===== src/core/trl_pkg.sv =====
// package for the touch report and low-power scheduling block
package trl_pkg;
    // register offsets
    localparam logic [7:0] OFS_QUEUE = 8'h00;
    localparam logic [7:0] OFS_FAULT = 8'h01;
    localparam logic [7:0] OFS_STATE = 8'h02;
    localparam logic [7:0] OFS_SLEEP = 8'h11;
    // field positions
    localparam int MORE_POS      = 7;
    localparam int EMPTY_POS     = 6;
    localparam int OVFL_POS      = 5;
    localparam int PRESS_POS     = 4;
    localparam int IDLE_MSB      = 7;
    localparam int IDLE_LSB      = 5;
    localparam int SLEEP_MSB     = 4;
    localparam int KEYLIM_POS    = 4;
    // reset values and fault codes
    localparam logic [7:0] SLEEP_CFG_RST = 8'h00;
    localparam logic [1:0] FAULT_NONE    = 2'h0;
    localparam logic [1:0] FAULT_GND     = 2'h1;
    localparam logic [1:0] FAULT_SUPPLY  = 2'h2;
    // timing: 8 ms base at 40 MHz
    localparam int  CLK_HZ      = 40000000;
    localparam int  BASE_MS     = 8;
    localparam int  BASE_CYC    = CLK_HZ / 1000 * BASE_MS;
    localparam int  DEBOUNCE_K  = 4;
    localparam int  IDLE_K      = 6;
    localparam int  TICK_OFFS   = 5;
    localparam int  TICK_DIV    = 8;
    localparam int  QUEUE_DEPTH = 30;

    // one queued event
    typedef struct packed {
        logic       press;
        logic [3:0] index;
    } trl_event_t;

    // host register access strobe group
    typedef struct packed {
        logic       rd;
        logic       wr;
        logic [7:0] addr;
        logic [7:0] wdata;
    } trl_req_t;

    // scheduler states
    typedef enum logic [1:0] {
        SCH_NORMAL = 2'b01,
        SCH_SLEEP  = 2'b10
    } trl_sched_t;
endpackage


===== src/core/trl_touch_report.sv =====
// touch report, event queue, fault register and low-power scan scheduler
`timescale 1ns/1ps
`default_nettype none
module trl_touch_report #(
    parameter int DEPTH     = trl_pkg::QUEUE_DEPTH,
    parameter int BASE_CYCS = trl_pkg::BASE_CYC
) (
    input  wire logic              mclk,
    input  wire logic              arst_n,
    input  wire trl_pkg::trl_req_t hostReq,        // register access strobes
    output logic [7:0]             hostRdata,      // read data, one cycle late
    input  wire logic              scan_enable_bit,
    input  wire logic              duty_cycle_bit_n,
    input  wire logic [7:0]        tick_code,
    input  wire logic [7:0]        sample_period,  // from pad config
    input  wire logic [3:0]        max_key_count,  // from pad config
    input  wire logic [7:0]        padTouched,     // debounced touch levels
    input  wire logic              shortGnd,       // short found this scan
    input  wire logic              shortSupply,
    output logic                   scanHalt,       // scanning stopped
    output logic                   scanTick,       // one scan per pulse
    output logic                   sleepActive,
    output logic                   dataIrq,
    output logic                   faultIrq
);
    import trl_pkg::*;

    localparam int AW = $clog2(DEPTH + 1);
    // pointer and count width: the count must reach DEPTH itself,
    // so it needs one more code than the pointers strictly use
    // hazards kept in mind throughout this module:
    // - a host read and a new event may land in the same cycle
    // - a host write to the queue beats any event in that cycle
    // - a short seen in the clearing cycle must not be lost
    // - the read byte is built from pre-pop state, so the flags
    //   describe the entry being handed over, not the next one
    // - scheduler lengths are products of live config inputs,
    //   so a change of tick or sample period takes effect at once

    // register state
    logic [7:0]       sleep_schedule_config, next_sleep_schedule_config;
    logic [7:0]       electrode_touch_state, next_electrode_touch_state;
    logic [1:0]       faultCode, next_faultCode;
    logic             keyLimit, next_keyLimit;
    logic             overflow, next_overflow;
    logic [7:0]       prevTouched, next_prevTouched;
    trl_event_t       queue [DEPTH];
    logic [AW-1:0]    rdPtr, wrPtr, count;
    logic [AW-1:0]    next_rdPtr, next_wrPtr, next_count;
    logic [7:0]       next_hostRdata;
    logic             next_dataIrq, next_faultIrq, dataArmed, next_dataArmed;

    // decoded strobes
    // each strobe is one cycle wide, decoded on the edge it is taken
    // stop mode is any mode with scanning disabled; only there may
    // the host clear the fault code
    logic queueRd, queueWr, faultWr, dutyRun, stopMode;
    logic pushEv;
    trl_event_t newEv;
    assign queueRd  = hostReq.rd && hostReq.addr == OFS_QUEUE;
    assign queueWr  = hostReq.wr && hostReq.addr == OFS_QUEUE;
    assign faultWr  = hostReq.wr && hostReq.addr == OFS_FAULT;
    assign dutyRun  = scan_enable_bit && !duty_cycle_bit_n;
    assign stopMode = !scan_enable_bit;

    // lowest changed electrode becomes this cycle's event
    always_comb begin
        pushEv = 1'b0;
        newEv  = '0;
        for (int i = 7; i >= 0; i--) begin
            if (padTouched[i] != prevTouched[i]) begin
                pushEv      = 1'b1;
                newEv.press = padTouched[i];
                newEv.index = 4'(i);
            end
        end
    end

    // lowest touched pad wins the instantaneous view
    function automatic logic [7:0] one_pad(input logic [7:0] t);
        logic [7:0] r;
        r = t & (~t + 8'h01);
        return r;
    endfunction

    // pressed key count for the limit check
    function automatic logic [3:0] pop8(input logic [7:0] t);
        logic [3:0] c;
        c = 4'h0;
        for (int i = 0; i < 8; i++) c = c + {3'h0, t[i]};
        return c;
    endfunction

    // queue, status, fault and read-data next values
    // order of precedence inside this process, last one wins:
    //   pop on read, then push of a new event,
    //   then a host write that empties the queue
    // the fault latch holds the first code until a stop-mode write;
    // ground is checked before supply, so it wins a tie
    // the data interrupt fires once per empty-to-nonempty change
    // and is rearmed only when the queue drains again
    // read data is zero in every cycle without a read strobe
    always_comb begin
        next_rdPtr    = rdPtr;
        next_wrPtr    = wrPtr;
        next_count    = count;
        next_overflow = overflow;
        next_prevTouched = prevTouched;
        next_sleep_schedule_config = sleep_schedule_config;
        next_electrode_touch_state = one_pad(padTouched);
        next_keyLimit = pop8(padTouched) > max_key_count;
        next_faultCode = faultCode;
        next_dataArmed = dataArmed;
        next_dataIrq   = dataIrq;
        next_faultIrq  = faultIrq;
        next_hostRdata = 8'h00;
        if (!scanHalt) next_prevTouched = padTouched;
        // pop on read
        if (queueRd && count != '0) begin
            next_rdPtr = (rdPtr == AW'(DEPTH - 1)) ? '0 : rdPtr + 1'b1;
            next_count = next_count - 1'b1;
        end
        // push new event, drop when full
        if (pushEv && !scanHalt) begin
            if (count == AW'(DEPTH) && !queueRd) begin
                next_overflow = 1'b1;
            end else begin
                next_wrPtr = (wrPtr == AW'(DEPTH - 1)) ? '0 : wrPtr + 1'b1;
                next_count = next_count + 1'b1;
            end
        end
        // host write empties everything
        if (queueWr) begin
            next_rdPtr    = '0;
            next_wrPtr    = '0;
            next_count    = '0;
            next_overflow = 1'b0;
        end
        // clear in stop mode first, so a new short can set again
        if (faultWr && stopMode) begin
            next_faultCode = FAULT_NONE;
            next_faultIrq  = 1'b0;
        end
        // first fault latched; a short in the clearing cycle wins
        if (faultCode == FAULT_NONE || (faultWr && stopMode)) begin
            if (shortGnd) next_faultCode = FAULT_GND;
            else if (shortSupply) next_faultCode = FAULT_SUPPLY;
        end
        if ((faultCode == FAULT_NONE || (faultWr && stopMode)) &&
            next_faultCode != FAULT_NONE)
            next_faultIrq = 1'b1;
        // sleep config write
        if (hostReq.wr && hostReq.addr == OFS_SLEEP)
            next_sleep_schedule_config = hostReq.wdata;
        // data interrupt: fires on empty going low, once
        if (queueRd || queueWr) next_dataIrq = 1'b0;
        if (next_count == '0) next_dataArmed = 1'b1;
        else if (count == '0 && dataArmed) begin
            next_dataIrq   = 1'b1;
            next_dataArmed = 1'b0;
        end
        // read mux
        if (hostReq.rd) begin
            unique case (hostReq.addr)
                OFS_QUEUE: begin
                    next_hostRdata[MORE_POS]  = count > AW'(1);
                    next_hostRdata[EMPTY_POS] = count == '0;
                    next_hostRdata[OVFL_POS]  = overflow;
                    if (count != '0) begin
                        next_hostRdata[PRESS_POS]  = queue[rdPtr].press;
                        next_hostRdata[3:0] = queue[rdPtr].index;
                    end
                end
                OFS_FAULT: begin
                    next_hostRdata[KEYLIM_POS] = keyLimit;
                    next_hostRdata[1:0] = faultCode;
                end
                OFS_STATE: next_hostRdata = electrode_touch_state;
                OFS_SLEEP: next_hostRdata = sleep_schedule_config;
                default:   next_hostRdata = 8'h00;
            endcase
        end
    end

    // register the queue group
    always_ff @(posedge mclk or negedge arst_n) begin
        if (!arst_n) begin
            rdPtr       <= '0;
            wrPtr       <= '0;
            count       <= '0;
            overflow    <= 1'b0;
            prevTouched <= 8'h00;
            sleep_schedule_config <= SLEEP_CFG_RST;
            electrode_touch_state <= 8'h00;
            keyLimit    <= 1'b0;
            faultCode   <= FAULT_NONE;
            dataArmed   <= 1'b1;
            dataIrq     <= 1'b0;
            faultIrq    <= 1'b0;
            hostRdata   <= 8'h00;
            scanHalt    <= 1'b0;
        end else begin
            rdPtr       <= next_rdPtr;
            wrPtr       <= next_wrPtr;
            count       <= next_count;
            overflow    <= next_overflow;
            prevTouched <= next_prevTouched;
            sleep_schedule_config <= next_sleep_schedule_config;
            electrode_touch_state <= next_electrode_touch_state;
            keyLimit    <= next_keyLimit;
            faultCode   <= next_faultCode;
            dataArmed   <= next_dataArmed;
            dataIrq     <= next_dataIrq;
            faultIrq    <= next_faultIrq;
            hostRdata   <= next_hostRdata;
            scanHalt    <= next_faultCode != FAULT_NONE;
        end
    end

    // queue storage, written with no reset
    always_ff @(posedge mclk) begin
        if (pushEv && !scanHalt && !queueWr &&
            !(count == AW'(DEPTH) && !queueRd))
            queue[wrPtr] <= newEv;
    end

    // ---- scan scheduler ----
    // all lengths are counted in mclk cycles; BASE_CYCS is the base
    // step, shortened in simulation to keep runs brief
    // a zero sample period gives a zero length and a tick each
    // cycle; the pad config block is expected to avoid that value
    // idle time counts only cycles with no pad touched at all
    // leaving duty-cycled run forces the normal period at once
    logic [2:0]  idleFactor;
    logic [4:0]  sleepFactor;
    logic        lowPowerOn;
    logic [31:0] unitCyc;       // cycles of ((tick+5)/8+1) x sample x 8 ms
    trl_sched_t  sched, next_sched;
    logic [31:0] periodCnt, next_periodCnt;
    logic [31:0] idleCnt, next_idleCnt;
    logic        next_scanTick;
    logic [31:0] periodLen, idleLen;

    assign idleFactor  = sleep_schedule_config[IDLE_MSB:IDLE_LSB];
    assign sleepFactor = sleep_schedule_config[SLEEP_MSB:0];
    assign lowPowerOn  = dutyRun && idleFactor != 3'h0 &&
                         sleepFactor != 5'h00;
    assign unitCyc = 32'(((32'(tick_code) + TICK_OFFS) / TICK_DIV + 1) *
                         32'(sample_period) * BASE_CYCS);
    assign idleLen = 32'(unitCyc * 32'(idleFactor) * IDLE_K);
    assign periodLen = (sched == SCH_SLEEP) ?
        32'(unitCyc * 32'(sleepFactor) * DEBOUNCE_K) :
        32'(unitCyc * DEBOUNCE_K);

    // next scheduler state
    // the period counter restarts on every change of state, so the
    // first period after a change is always a whole one
    // a touch in sleep returns to normal on the next edge
    always_comb begin
        next_sched     = sched;
        next_periodCnt = periodCnt + 32'h1;
        next_idleCnt   = idleCnt;
        next_scanTick  = 1'b0;
        if (periodCnt + 32'h1 >= periodLen) begin
            next_periodCnt = 32'h0;
            next_scanTick  = !scanHalt;
        end
        unique case (sched)
            SCH_NORMAL: begin
                if (padTouched != 8'h00 || !lowPowerOn)
                    next_idleCnt = 32'h0;
                else if (idleCnt + 32'h1 >= idleLen) begin
                    next_sched     = SCH_SLEEP;
                    next_idleCnt   = 32'h0;
                    next_periodCnt = 32'h0;
                end else
                    next_idleCnt = idleCnt + 32'h1;
            end
            SCH_SLEEP: begin
                if (padTouched != 8'h00 || !lowPowerOn) begin
                    next_sched     = SCH_NORMAL;
                    next_periodCnt = 32'h0;
                end
            end
            default: next_sched = SCH_NORMAL;
        endcase
        if (!dutyRun) next_sched = SCH_NORMAL;
    end

    // register the scheduler
    always_ff @(posedge mclk or negedge arst_n) begin
        if (!arst_n) begin
            sched       <= SCH_NORMAL;
            periodCnt   <= 32'h0;
            idleCnt     <= 32'h0;
            scanTick    <= 1'b0;
            sleepActive <= 1'b0;
        end else begin
            sched       <= next_sched;
            periodCnt   <= next_periodCnt;
            idleCnt     <= next_idleCnt;
            scanTick    <= next_scanTick;
            sleepActive <= next_sched == SCH_SLEEP;
        end
    end
endmodule
`default_nettype wire


===== config.mk =====
export PLATFORM = sky130hd
export DESIGN_NAME = trl_touch_report
export DESIGN_NICKNAME = d
export VERILOG_FILES = /design/src/core/trl_pkg.sv /design/src/core/trl_touch_report.sv
export SDC_FILE = /design/constraint.sdc
export NUM_CORES = 1
export LEC_CHECK = 0
export BUFFER_PORTS_ARGS = -buffer_cell sky130_fd_sc_hd__buf_2
export CAP_MARGIN = 20
export CORE_MARGIN = 1.5
export CORE_UTILIZATION = 50
export CTS_BUF_LIST = sky130_fd_sc_hd__clkbuf_16
export DETAILED_ROUTE_END_ITERATION = 12
export PLACE_DENSITY = 0.66
export SLEW_MARGIN = 20
export SYNTH_ARGS = -nofsm -noshare
export SYNTH_HDL_FRONTEND = slang
export SYNTH_SLANG_ARGS = --single-unit

===== constraint.sdc =====
create_clock -name mclk -period 15.44 [get_ports mclk]
set_input_delay 1.544 -clock mclk [delete_from_list [all_inputs] [get_ports mclk]]
set_output_delay 1.544 -clock mclk [all_outputs]
set_load 0.05 [all_outputs]

---- Word-level counts from Yosys, hierarchy flattened ----
Memories as Yosys holds them, arrays and structs flattened.
Index checks and enable logic that the tools add are counted.
storage, ports and cells
  register bits after elaboration ......... 123
  RAM bits ................................ 150
  memories ................................ 1
  word-level logic and storage cells ...... 169
memory list
  memory  words  width  rd ports  clocked after memory_dff  wr ports  RTL line                source
  queue   30     5      1         0                         1         trl_touch_report.sv:47  trl_event_t queue [DEPTH];
operators by class
  equality and inequality tests ........... 18
  multiply operators ...................... 5
  magnitude comparators ................... 4
  bitwise operators ....................... 2
  reduce and logical (&&, ||, !) cells .... 41
  add/subtract/negate cells ............... 16
  multiplexer cells ....................... 63
operator list
  cell                    count
  $mux 32                 7
  $mux 5                  20
  $add 32x1->32 const B   2
  $ge 32x32->1            2
  $pmux 32 s2             1
  $mul 15x10->23 const B  1
  $mul 23x2->22 const B   1
  $mul 23x3->23           1
  $mul 23x5->21           1
  $mux 1                  21
  $add 4x1->4             4
  $mux 2                  8
  $add 5x1->5 const B     3
  $eq 5x5->1 const B      3
  $logic_and 1x1->1       15
  $mul 7x8->15            1
  $reduce_bool 2->1       6
  $logic_not 5->1         2
  $reduce_bool 5->1       2
  $add 8x3->9 const B     1
  $pmux 3 s3              1
  $add 8x1->8 const B     1
  $and 8x8->8             1
  $eq 8x1->1 const B      1
  other kinds (26)        43

---- Depth between registers and ports, before layout ----
Gate-level depths: netlist of the first run.
  depth after elaboration ................. 14
  depth in mapped cells ................... 62

---- Least setup slack after synthesis of the first run ----
No wires, ideal clock.
  kind .................................... input-to-reg
  from .................................... input tick_code[1]
  to ...................................... register periodCnt[6]
  path slack .............................. 581 ps
  data required time ...................... 15,321 ps
  cell stages on the path ................. 59
  path buffers ............................ 1
  data arrival time ....................... 14,740 ps
  path through ............................ a21oi_1 > nor2_1 > xor2_1 > ha_1 > maj3_1 > nand2_1 > xor2_1 > nand2b_1 > fa_1 > fa_1 > inv_1 > fa_1 > inv_1 > fa_1 > inv_1 > ha_1 > xor2_1 > inv_1 > [... 23 more ...] > xnor2_1 > ha_1 > or2_2 > a21oi_1 > a21oi_1 > a21o_1 > a21oi_1 > nor2b_1 > o21ba_2 > xnor3_1 > ha_1 > nand2_1 > o21ai_0 > a211o_1 > a31oi_2 > o311ai_4 > buf_2 > o21ba_1
on the way
  longest elaborated chain between the ends .. 11
  elaborated cells on any way between the ends .. 15
  those cells by class .................... add/sub: 2; mul: 5; order compare: 2; mux: 6
ends and longest elaborated chain
  element                                                               RTL line                 source
  start: declaration                                                    trl_touch_report.sv:14   input wire logic [7:0] tick_code,
  $add 8x3->9 *                                                         trl_touch_report.sv:248  assign unitCyc = 32'(((32'(tick_code) + TICK_OFFS) / TICK_DIV + 1) *
  $add 6x1->7 *                                                         trl_touch_report.sv:248
  $mul 7x8->15 *                                                        trl_touch_report.sv:248
  $mul 15x10->23 *                                                      trl_touch_report.sv:249  32'(sample_period) * BASE_CYCS);
  parallel branches: the longest is 6 deep, another holds $ge 32x32->1  n/a
  $pmux 32 s2 *                                                         trl_touch_report.sv:268  unique case (sched)
  named net next_periodCnt[6]                                           trl_touch_report.sv:239  logic [31:0] periodCnt, next_periodCnt;
  end signal: assignment                                                trl_touch_report.sv:300  periodCnt <= next_periodCnt;
  end: declaration                                                      trl_touch_report.sv:239
Mark *: on every way through the listed nets, which the timed path passes.
A chain may end at the register's enable or synchronous reset.

---- Final worst setup path of the first run ----
Ends and elaborated chain as after synthesis.

==> tab_implementation.tex, run 1 <==
\begin{tabular}{lr}
\hline
Metric & Value \\
\hline
\multicolumn{2}{l}{\textbf{Finish}} \\
Area growth syn-to-layout & 9.512\% \\
Final-layout fill cell count & 3804 \\
Diodes inserted & 0 \\
Sequential cell area in the final layout & 6688 µm² \\
Final \#Nets & 2723 \\
Area used by multi-input combinational logic & 14440 µm² \\
Ratio of cells with drive above 1 in the final layout & 11.32\% \\
\multicolumn{2}{l}{\textbf{Setup path}} \\
Worst reg2reg path startpoint & sleep\_schedule\_config[7] \\
R2r endpoint & periodCnt[6] \\
Delay contributed by the slowest stage of the critical path & 0.54 ns \\
Buf/Inv on CP & 10 \\
Cell type group with the largest total delay on the critical path & adder cells \\
Kind of capture point of the worst setup path & flip-flop \\
Register-to-Register Path Depth & 29 \\
R2R Setup Slk & 8.53 ns \\
Type of element launching the critical path & input port \\
Critical setup path kind & in -> reg \\
Data required, critical path & 15.87 ns \\
Worst path arrival time & 15.03 ns \\
Crit path max fanout & 32 \\
Cell with the largest stage delay on the worst path & fa\_1 \\
\multicolumn{2}{l}{\textbf{Synthesis}} \\
Largest area contributor in the synthesized netlist & edfxtp\_1 \\
Multiplexer area fraction after synthesis & 5.284\% \\
Synth Instances & 2235 \\
Dominant combinational cell family by area after synthesis & adder cells \\
Area share of the largest cell type after synthesis & 16.26\% \\
FF+latch count, synth & 243 \\
Async set-reset flop share out of synthesis & 50.62\% \\
Adder-Cell Fraction of Synth Area & 25.13\% \\
Seq/Total Area, Yosys & 30.16\% \\
Post-synthesis xor/xnor area fraction & 6.419\% \\
Share of the synthesized area in compound gates (AO/OA/AOI/OAI) & 11.41\% \\
Post-synth EDFFs & 120 \\
Top cells by area, synth & edfxtp\_1 (16\%), dfrtp\_1 (14\%), ha\_1 (13\%) \\
Post-synthesis instance area & 22160 µm² \\
Synth warn & 0 \\
Post-synth top flop & dfrtp\_1 \\
Most numerous cell types in the synthesized netlist & inv\_1 (229), ha\_1 (227), nand2\_1 (223), nor2\_1 (142), fa\_1 (132) \\
Most repeated cell in the gate-level netlist after synthesis & inv\_1 \\
Simple-Gate Fraction of Synth Area & 16.48\% \\
Distinct cell type count after synthesis & 96 \\
Synthesized area divided by synthesized cell count & 9.917 µm² \\
\multicolumn{2}{l}{\textbf{Die}} \\
Starting density of the core & 51.11\% \\
Die footprint & 45600 µm² \\
I/O pin count & 65 \\
Placeable core region & 43360 µm² \\
Vertical die dimension & 213.5 µm \\
Die span in x & 213.5 µm \\
Placement row count & 76 \\
\multicolumn{2}{l}{\textbf{Route}} \\
Final routed DRC violation total & 0 \\
WL per Instance & 17.07 µm \\
Detail Route Antenna Nets & 0 \\
Post-detailed-routing wire length & 49810 µm \\
First-pass iteration count of the detailed router & 5 \\
Routed vias & 16361 \\
Violation count after the first detailed-routing iteration & 986 \\
Vias per Instance & 5.609 \\
\multicolumn{2}{l}{\textbf{Global routing}} \\
First-pass GRT wire length & 83830 µm \\
Pin count of the biggest net entering global routing & 66 \\
Antenna violations before repair & 2 \\
Aggregate global-route resource usage & 22.87\% \\
Total congestion overflow & 0 \\
Vias in the first global route & 16995 \\
\multicolumn{2}{l}{\textbf{Outcome}} \\
Status & finished clean \\
\multicolumn{2}{l}{\textbf{Timing}} \\
Maximum clock frequency & 0.06853 GHz \\
Max-slew violation total from the final report & 0 \\
Minimum period implied by the final worst setup slack & 14.59 ns \\
RSZ-0062 raised after global routing & false \\
Minimum setup slack in the final design & 0.8472 ns \\
Worst Max-Slew Pin Slew & 0.9183 ns \\
Worst slew slack as a fraction of its limit & 38.71\% \\
Tcrit/Tclk final & 94.51\% \\
Setup violation total in the final timing report & 0 \\
Clock skew after layout & 0.02048 ns \\
Final hold violations & 0 \\
\multicolumn{2}{l}{\textbf{Job}} \\
Maximum Capacitance Violations & 0 \\
\multicolumn{2}{l}{\textbf{Worst hold path}} \\
Hold Path Sink & prevTouched[7] \\
Number of stages on the worst hold path & 2 \\
Worst hold path class & reg -> reg \\
Worst hold start & prevTouched[7] \\
\multicolumn{2}{l}{\textbf{Clocking}} \\
Clock Pin Slew Worst Setup and Hold Paths & 0.06 ns \\
Clock latency at the later pin of the worst-skew pair & 0.55 ns \\
Depth of the CTS H-tree & 1 \\
Buffers from clock root to sink, at most & 3 \\
Clock root buffer master & clkbuf\_16 \\
Clock tree sinks & 243 \\
CTS tree & built \\
Hold-fix buffers at CTS & 0 \\
Total CTS buffers & 27 \\
\multicolumn{2}{l}{\textbf{Placement}} \\
Worst setup slack before clock tree synthesis & -0.1516 ns \\
Total of buffers placed on input and output ports & 64 \\
Placer's final routability congestion estimate & 0.8638 \\
Detailed placer's ending HPWL & 38520 µm \\
\hline
\end{tabular}
metal layers:
metal  global-route usage (%)  wire [µm]
met1                    29.69      22010
met2                    40.60      24680
met3                    2.475       2015
met4                    6.241       1080
met5                        0         15
cells by family (layout without fill, tap and decap cells):
group / count (synthesis) / count (layout)
other: 2 / 8
xor gates and xnor gates: 156 / 156
and+or+nand+nor: 732 / 732
muxes: 70 / 70
adders and majority gates: 367 / 367
AOI/OAI and AO/OA: 368 / 368
buffers and inverters: 297 / 388
DFF: 243 / 243
layout by cell type (no fill, tap or decap), types with 18 or more instances in the layout:
master     instances
nor2b_1           69
nand4_1           21
buf_2             64
and3_1            28
nand2_1          223
xnor2_1          106
clkbuf_16         27
dfrtp_1          120
fa_1             132
a21oi_1           89
nor2_1           142
nand3_1           48
inv_1            233
nand2b_1          31
nor3_1            39
buf_4             42
ha_1             225
o21ai_0           66
xor2_1            43
mux2i_1           18
and2_1            62
mux4_2            36
a21o_1            48
edfxtp_1         120
worst reg2reg max path, delay by kind of cell (launching register included):
family | cells | cell delay (ns)
compound gates | 15 | 2.86
xor+xnor | 2 | 0.54
fa+ha+maj | 4 | 1.52
buf+inv | 3 | 0.61
flops | 1 | 0.34
simple gates | 5 | 0.95
what timing repair did:
| item | CTS | global route |
|---|---|---|
| resized for setup | 0 | 10 |
| buffers inserted | 0 | 0 |
| setup endpoints to repair | 0 | 67 |
state kept, by name, indices dropped and copies added, names as in the netlist, 2 cells and up:
register / cells
prevTouched: 8
rdPtr: 5
periodCnt: 32
sched: 2
hostRdata: 8
faultCode: 2
sleep_schedule_config: 8
count: 5
queue: 120
idleCnt: 32
wrPtr: 5
electrode_touch_state: 8
stage by stage:
stage	std cells	utilization, %	cell area [µm²]	hold WS (ns)	TNS [ns]
after floorplan	2241	-	22190	0.4498	0
after global placement	2867	53.77	23320	0.4684	0
after detailed placement	2868	53.79	23320	0.4766	-1.921
after CTS	2917	55.85	24220	0.4893	0
after global routing	2917	55.98	24270	0.5225	0
final	2917	55.98	24270	0.4841	0
worst max-delay path by stage:
stage | slack, ns | endpoint | startpoint | cells after the start
2_1_floorplan | 0.58 | periodCnt[6] | tick_code[1] | 59
3_3_place_gp | 0.25 | periodCnt[6] | tick_code[1] | 55
3_5_place_dp | -0.15 | periodCnt[6] | tick_code[1] | 55
4_1_cts | 0.39 | periodCnt[6] | tick_code[1] | 55
5_1_grt | 0.02 | periodCnt[6] | tick_code[1] | 55
6_report | 0.85 | periodCnt[6] | tick_code[1] | 60
final cells by class:
| class | instances | share of cell area, % |
|---|---|---|
| multi-input combinational | 1701 | 59.47 |
| tap | 585 | 3.016 |
| inverter | 232 | 3.588 |
| clock inverter | 22 | 0.9073 |
| clock buffer | 27 | 2.784 |
| timing repair buffer | 107 | 2.681 |
| sequential | 243 | 27.55 |
Power of run 1 is not shown: default switching activity piles up to over one toggle a cycle in this logic, so the estimate is an artifact.
==> run 2, diff against run 1 <==
==> constraint.sdc (replaced) <==
create_clock -name mclk -period 15.44 [get_ports mclk]
set_input_delay 0.772 -clock mclk [delete_from_list [all_inputs] [get_ports mclk]]
set_output_delay 0.772 -clock mclk [all_outputs]
set_load 0.05 [all_outputs]
==> run 2 against run 1 <==
Critical path depth shrank 4. Global-route usage decreased by 0.20 points. Final cell count decreased by 0.34%. Via count barely moved. First-iteration DRC count fell by 2.8%. Worst setup slack gained 0.21 ns. Cell area decreased by 0.42%. Highest routed layer unchanged. Utilization fell by 0.24 points. Hold slack lost 0.29 ns. Sequential cell count did not move. Largest cell class unchanged. Routed wire length decreased by 1.6%. Non-clock buffer count decreased by 12.
==> tab_implementation.tex, run 2 (synthesized netlist as in run 1, its figures left out) <==
\begin{tabular}{lr}
\hline
Metric & Value \\
\hline
\multicolumn{2}{l}{\textbf{Outcome}} \\
Status & finished clean \\
\multicolumn{2}{l}{\textbf{Die}} \\
Die span in x & 213.5 µm \\
Placeable core region & 43360 µm² \\
Die footprint & 45600 µm² \\
Starting density of the core & 51.11\% \\
Vertical die dimension & 213.5 µm \\
I/O pin count & 65 \\
Placement row count & 76 \\
\multicolumn{2}{l}{\textbf{Timing}} \\
Clock skew after layout & 0.01655 ns \\
Total negative setup slack & 0 ns \\
Worst slew slack as a fraction of its limit & 27.76\% \\
Worst Max-Slew Pin Slew & 1.076 ns \\
Maximum clock frequency & 0.06950 GHz \\
Minimum period implied by the final worst setup slack & 14.39 ns \\
Tcrit/Tclk final & 93.18\% \\
Setup violation total in the final timing report & 0 \\
Minimum setup slack in the final design & 1.052 ns \\
RSZ-0062 raised after global routing & false \\
Max-slew violation total from the final report & 0 \\
Final hold violations & 0 \\
\multicolumn{2}{l}{\textbf{Finish}} \\
Area growth syn-to-layout & 9.049\% \\
Area used by multi-input combinational logic & 14410 µm² \\
Most flops, register & queue \\
Ratio of cells with drive above 1 in the final layout & 10.81\% \\
Final \#Nets & 2711 \\
Number of flip-flops under the largest register name & 120 \\
Sequential cell area in the final layout & 6688 µm² \\
Final-layout fill cell count & 3882 \\
Final std cell area, no fill & 24170 µm² \\
Registers with the highest flip-flop counts & queue x120, idleCnt x32, periodCnt x32 \\
Commonest cells after routing, fill and taps aside & inv\_1 (231), ha\_1 (227), nand2\_1 (223) \\
Commonest non-fill, non-tap cell in the layout & inv\_1 \\
\multicolumn{2}{l}{\textbf{Placement}} \\
Placed instance area & 23240 µm² \\
Placer's final routability congestion estimate & 0.8874 \\
Worst setup slack before clock tree synthesis & 0.09655 ns \\
Detailed placer's ending HPWL & 37790 µm \\
Total of buffers placed on input and output ports & 64 \\
\multicolumn{2}{l}{\textbf{Route}} \\
First-pass iteration count of the detailed router & 10 \\
Violation count after the first detailed-routing iteration & 958 \\
Post-detailed-routing wire length & 49000 µm \\
Routed vias & 16352 \\
Detail Route Antenna Nets & 0 \\
Final routed DRC violation total & 0 \\
WL per Instance & 16.86 µm \\
Vias per Instance & 5.625 \\
\multicolumn{2}{l}{\textbf{Global routing}} \\
First-pass GRT wire length & 83680 µm \\
Vias in the first global route & 16800 \\
Antenna violations before repair & 1 \\
Total congestion overflow & 0 \\
Pin count of the biggest net entering global routing & 84 \\
Aggregate global-route resource usage & 22.68\% \\
\multicolumn{2}{l}{\textbf{Clocking}} \\
Total CTS buffers & 27 \\
Buffers from clock root to sink, at most & 3 \\
Clock tree sinks & 243 \\
CTS tree & built \\
Clock latency at the later pin of the worst-skew pair & 0.56 ns \\
Clock Pin Slew Worst Setup and Hold Paths & 0.06 ns \\
Depth of the CTS H-tree & 1 \\
Clock root buffer master & clkbuf\_16 \\
\multicolumn{2}{l}{\textbf{Setup path}} \\
Critical setup path kind & in -> reg \\
Type of element launching the critical path & input port \\
Worst path arrival time & 14.83 ns \\
Kind of capture point of the worst setup path & flip-flop \\
Delay contributed by the slowest stage of the critical path & 0.54 ns \\
Cell with the largest stage delay on the worst path & fa\_1 \\
Crit path max fanout & 32 \\
Data required, critical path & 15.89 ns \\
\multicolumn{2}{l}{\textbf{Job}} \\
Maximum Capacitance Violations & 0 \\
\multicolumn{2}{l}{\textbf{Worst hold path}} \\
Worst hold path class & in -> async \\
\hline
\end{tabular}
[run 2: cell count changes in the layout (fill, tap and decap cells not counted), moves of 2 or more]
cell	change
buf_4	-11
clkinvlp_4	+3
clkinv_1	+2
ha_1	+2
ha_2	-2
inv_1	-2
inv_8	-2
[run 2: critical path, delay by kind of cell]
| family | cells | cell delay (ns) |
|---|---|---|
| AOI/OAI and AO/OA | 15 | 3.33 |
| xor gates and xnor gates | 6 | 1.61 |
| adders and majority gates | 17 | 6.81 |
| buffers and inverters | 9 | 0.90 |
| and+or+nand+nor | 9 | 1.36 |
[run 2: timing repair]
action,4_1_cts,5_1_grt
resized for setup,0,2
setup buffers,0,0
hold buffers,0,0
setup endpoints to repair,0,32
[run 2: path summary, 6_finish.rpt]
check,to,startpoint,cells after the start,slack [ns]
min,idleCnt[13],arst_n,1,0.20
max reg2reg,periodCnt[6],sleep_schedule_config[5],30,8.17
min reg2reg,prevTouched[7],prevTouched[7],2,0.49
min in group mclk,electrode_touch_state[0],padTouched[0],1,0.45
max in group asynchronous,rdPtr[0],arst_n,2,14.04
max,periodCnt[6],tick_code[1],56,1.05
[run 2: metal layers]
layer	global-route usage, %	wire (µm)	part of all wire [%]
met3	2.094	2066	4.2
met2	40.35	24400	50
met4	4.735	875	1.8
met5	0	17	0.035
met1	30.13	21640	44
[run 2: area by class of cell]
type	instances	area share, %
antenna	1	0.01035
inverter	232	3.603
tap	585	3.028
multi-input combinational	1701	59.61
timing repair buffer	95	2.314
sequential	243	27.67
clock buffer	27	2.795
clock inverter	23	0.9732
[run 2: stage by stage]
stage,util [%],instances,hold WS [ns]
finish,55.74,2907,0.1957
CTS,55.70,2906,0.2094
detailed placement,53.60,2856,0.4743
global placement,53.58,2856,0.4685
floorplan,-,2241,0.4498
global route,55.73,2906,0.2489
Power of run 2 is left out for the same reason.
==> run 3, diff against run 2 <==
REMOVE_ABC_BUFFERS = 1   (was unset)
==> run 3 against run 2 <==
Critical path depth stayed put. Hold slack worse by 0.032 ns. Clock-buffer cell count stayed put. Global-route usage hardly changed. Final cell count is 0.14% higher. Utilization is 0.32 points higher. Worst setup slack worse by 0.057 ns. First-iteration DRC count is 9.0% lower. Non-clock buffer count is 4 higher. Die area stayed put. Highest routed layer is now met4. Sequential share of layout area is 0.17 points lower.
==> tab_implementation.tex, run 3 (synthesized netlist as in run 1, its figures left out) <==
\begin{tabular}{lr}
\hline
Metric & Value \\
\hline
\multicolumn{2}{l}{\textbf{Outcome}} \\
Status & finished clean \\
\multicolumn{2}{l}{\textbf{Clocking}} \\
Buffers from clock root to sink, at most & 3 \\
Postcts setup bufs & 0 \\
Clock latency at the later pin of the worst-skew pair & 0.55 ns \\
Clock root buffer master & clkbuf\_16 \\
Clock Pin Slew Worst Setup and Hold Paths & 0.06 ns \\
Clock tree sinks & 243 \\
Total CTS buffers & 27 \\
CTS tree & built \\
Depth of the CTS H-tree & 1 \\
Hold-fix buffers at CTS & 0 \\
\multicolumn{2}{l}{\textbf{Finish}} \\
Registers with the highest flip-flop counts & queue x120, idleCnt x32, periodCnt x32 \\
Final std cell area, no fill & 24310 µm² \\
Most flops, register & queue \\
Final-layout fill cell count & 3840 \\
Commonest cells after routing, fill and taps aside & inv\_1 (230), ha\_1 (227), nand2\_1 (223) \\
Final core utilization & 56.06\% \\
Final \#Nets & 2715 \\
Sequential cell area in the final layout & 6685 µm² \\
Number of flip-flops under the largest register name & 120 \\
Ratio of cells with drive above 1 in the final layout & 11.14\% \\
Area growth syn-to-layout & 9.682\% \\
Area used by multi-input combinational logic & 14420 µm² \\
Commonest non-fill, non-tap cell in the layout & inv\_1 \\
\multicolumn{2}{l}{\textbf{Die}} \\
Die span in x & 213.5 µm \\
Placeable core region & 43360 µm² \\
Placement row count & 76 \\
Starting density of the core & 51.11\% \\
Vertical die dimension & 213.5 µm \\
Die footprint & 45600 µm² \\
I/O pin count & 65 \\
\multicolumn{2}{l}{\textbf{Timing}} \\
Worst slew slack as a fraction of its limit & 33.09\% \\
Max-slew violation total from the final report & 0 \\
Minimum period implied by the final worst setup slack & 14.44 ns \\
Final hold violations & 0 \\
Minimum setup slack in the final design & 0.9956 ns \\
Setup violation total in the final timing report & 0 \\
Maximum clock frequency & 0.06923 GHz \\
Clock skew after layout & 0.009186 ns \\
Tcrit/Tclk final & 93.55\% \\
RSZ-0062 raised after global routing & false \\
Worst Max-Slew Pin Slew & 0.9965 ns \\
Total negative setup slack & 0 ns \\
\multicolumn{2}{l}{\textbf{Setup path}} \\
Type of element launching the critical path & input port \\
Kind of capture point of the worst setup path & flip-flop \\
Startpoint of the most critical setup path & tick\_code[1] \\
Worst path arrival time & 14.88 ns \\
Cell with the largest stage delay on the worst path & fa\_1 \\
Crit path max fanout & 32 \\
Worst reg2reg path startpoint & sleep\_schedule\_config[6] \\
Delay contributed by the slowest stage of the critical path & 0.56 ns \\
Critical setup path kind & in -> reg \\
Data required, critical path & 15.87 ns \\
\multicolumn{2}{l}{\textbf{Global routing}} \\
Total congestion overflow & 0 \\
Antenna violations before repair & 2 \\
First-pass GRT wire length & 83260 µm \\
Met2 demand-to-capacity share in global routing & 40.19\% \\
Vias in the first global route & 16934 \\
Global routing met3 resource utilization & 1.992\% \\
GRT Max-Usage Layer & met2 \\
Pin count of the biggest net entering global routing & 80 \\
Global-route met1 utilization & 29.71\% \\
Aggregate global-route resource usage & 22.64\% \\
\multicolumn{2}{l}{\textbf{Route}} \\
First-pass iteration count of the detailed router & 5 \\
Vias per Instance & 5.618 \\
WL per Instance & 17.01 µm \\
Post-detailed-routing wire length & 49510 µm \\
Violation count after the first detailed-routing iteration & 872 \\
Detail Route Antenna Nets & 0 \\
Final routed DRC violation total & 0 \\
Routed vias & 16355 \\
\multicolumn{2}{l}{\textbf{Placement}} \\
Total of buffers placed on input and output ports & 64 \\
Detailed placer's ending HPWL & 38450 µm \\
Placer's final routability congestion estimate & 0.8756 \\
Worst setup slack before clock tree synthesis & 0.4679 ns \\
Placed instance area & 23280 µm² \\
\multicolumn{2}{l}{\textbf{Job}} \\
Maximum Capacitance Violations & 0 \\
\multicolumn{2}{l}{\textbf{Worst hold path}} \\
Worst hold path class & in -> async \\
\hline
\end{tabular}
## run 3: cell type report
type	count	area share, %
multi-input cells	1701	59.32
flip-flops and latches	243	27.50
inverters	232	3.582
well taps	585	3.011
clock buffers	27	2.779
repair buffers	99	2.440
clock inverters	23	1.354
diodes	1	0.01029
## run 3: worst paths after layout
| check | endpoint | slack [ns] | cells past startpoint |
|---|---|---|---|
| worst max-delay path | periodCnt[6] | 1.0 | 56 |
| worst min-delay path | periodCnt[4] | 0.16 | 1 |
| worst max register to register | periodCnt[6] | 7.97 | 28 |
| worst min register to register | prevTouched[7] | 0.49 | 2 |
| max in group asynchronous | rdPtr[0] | 14.14 | 2 |
| min in group mclk | electrode_touch_state[0] | 0.45 | 1 |
## run 3: timing repair
item,in CTS,in global routing
endpoints found under the hold margin,0,0
endpoints found under the setup margin,0,43
gates resized for setup,0,3
## run 3: stage by stage
step | hold slack, ns | instances
final | 0.1632 | 2911
after floorplan | 0.4498 | 2176
after detailed placement | 0.4796 | 2860
after global placement | 0.4708 | 2860
after global routing | 0.1788 | 2910
after CTS | 0.1618 | 2910
## run 3: critical path: cells and delay by family
family / cells / cell delay [ns]
fa+ha+maj: 17 / 6.86
buf+inv: 9 / 0.90
xor+xnor: 6 / 1.66
simple gates: 9 / 1.33
compound gates: 15 / 3.31
## run 3: routing by layer
layer | up-vias | wire length [µm] | share of wire, %
li1 | 7874 | - | -
met1 | 8099 | 21830 | 44
met2 | 315 | 24890 | 50
met3 | 67 | 1770 | 3.6
met4 | 0 | 1022 | 2.1
met5 | - | 0 | 0
Power of run 3 is left out for the same reason.
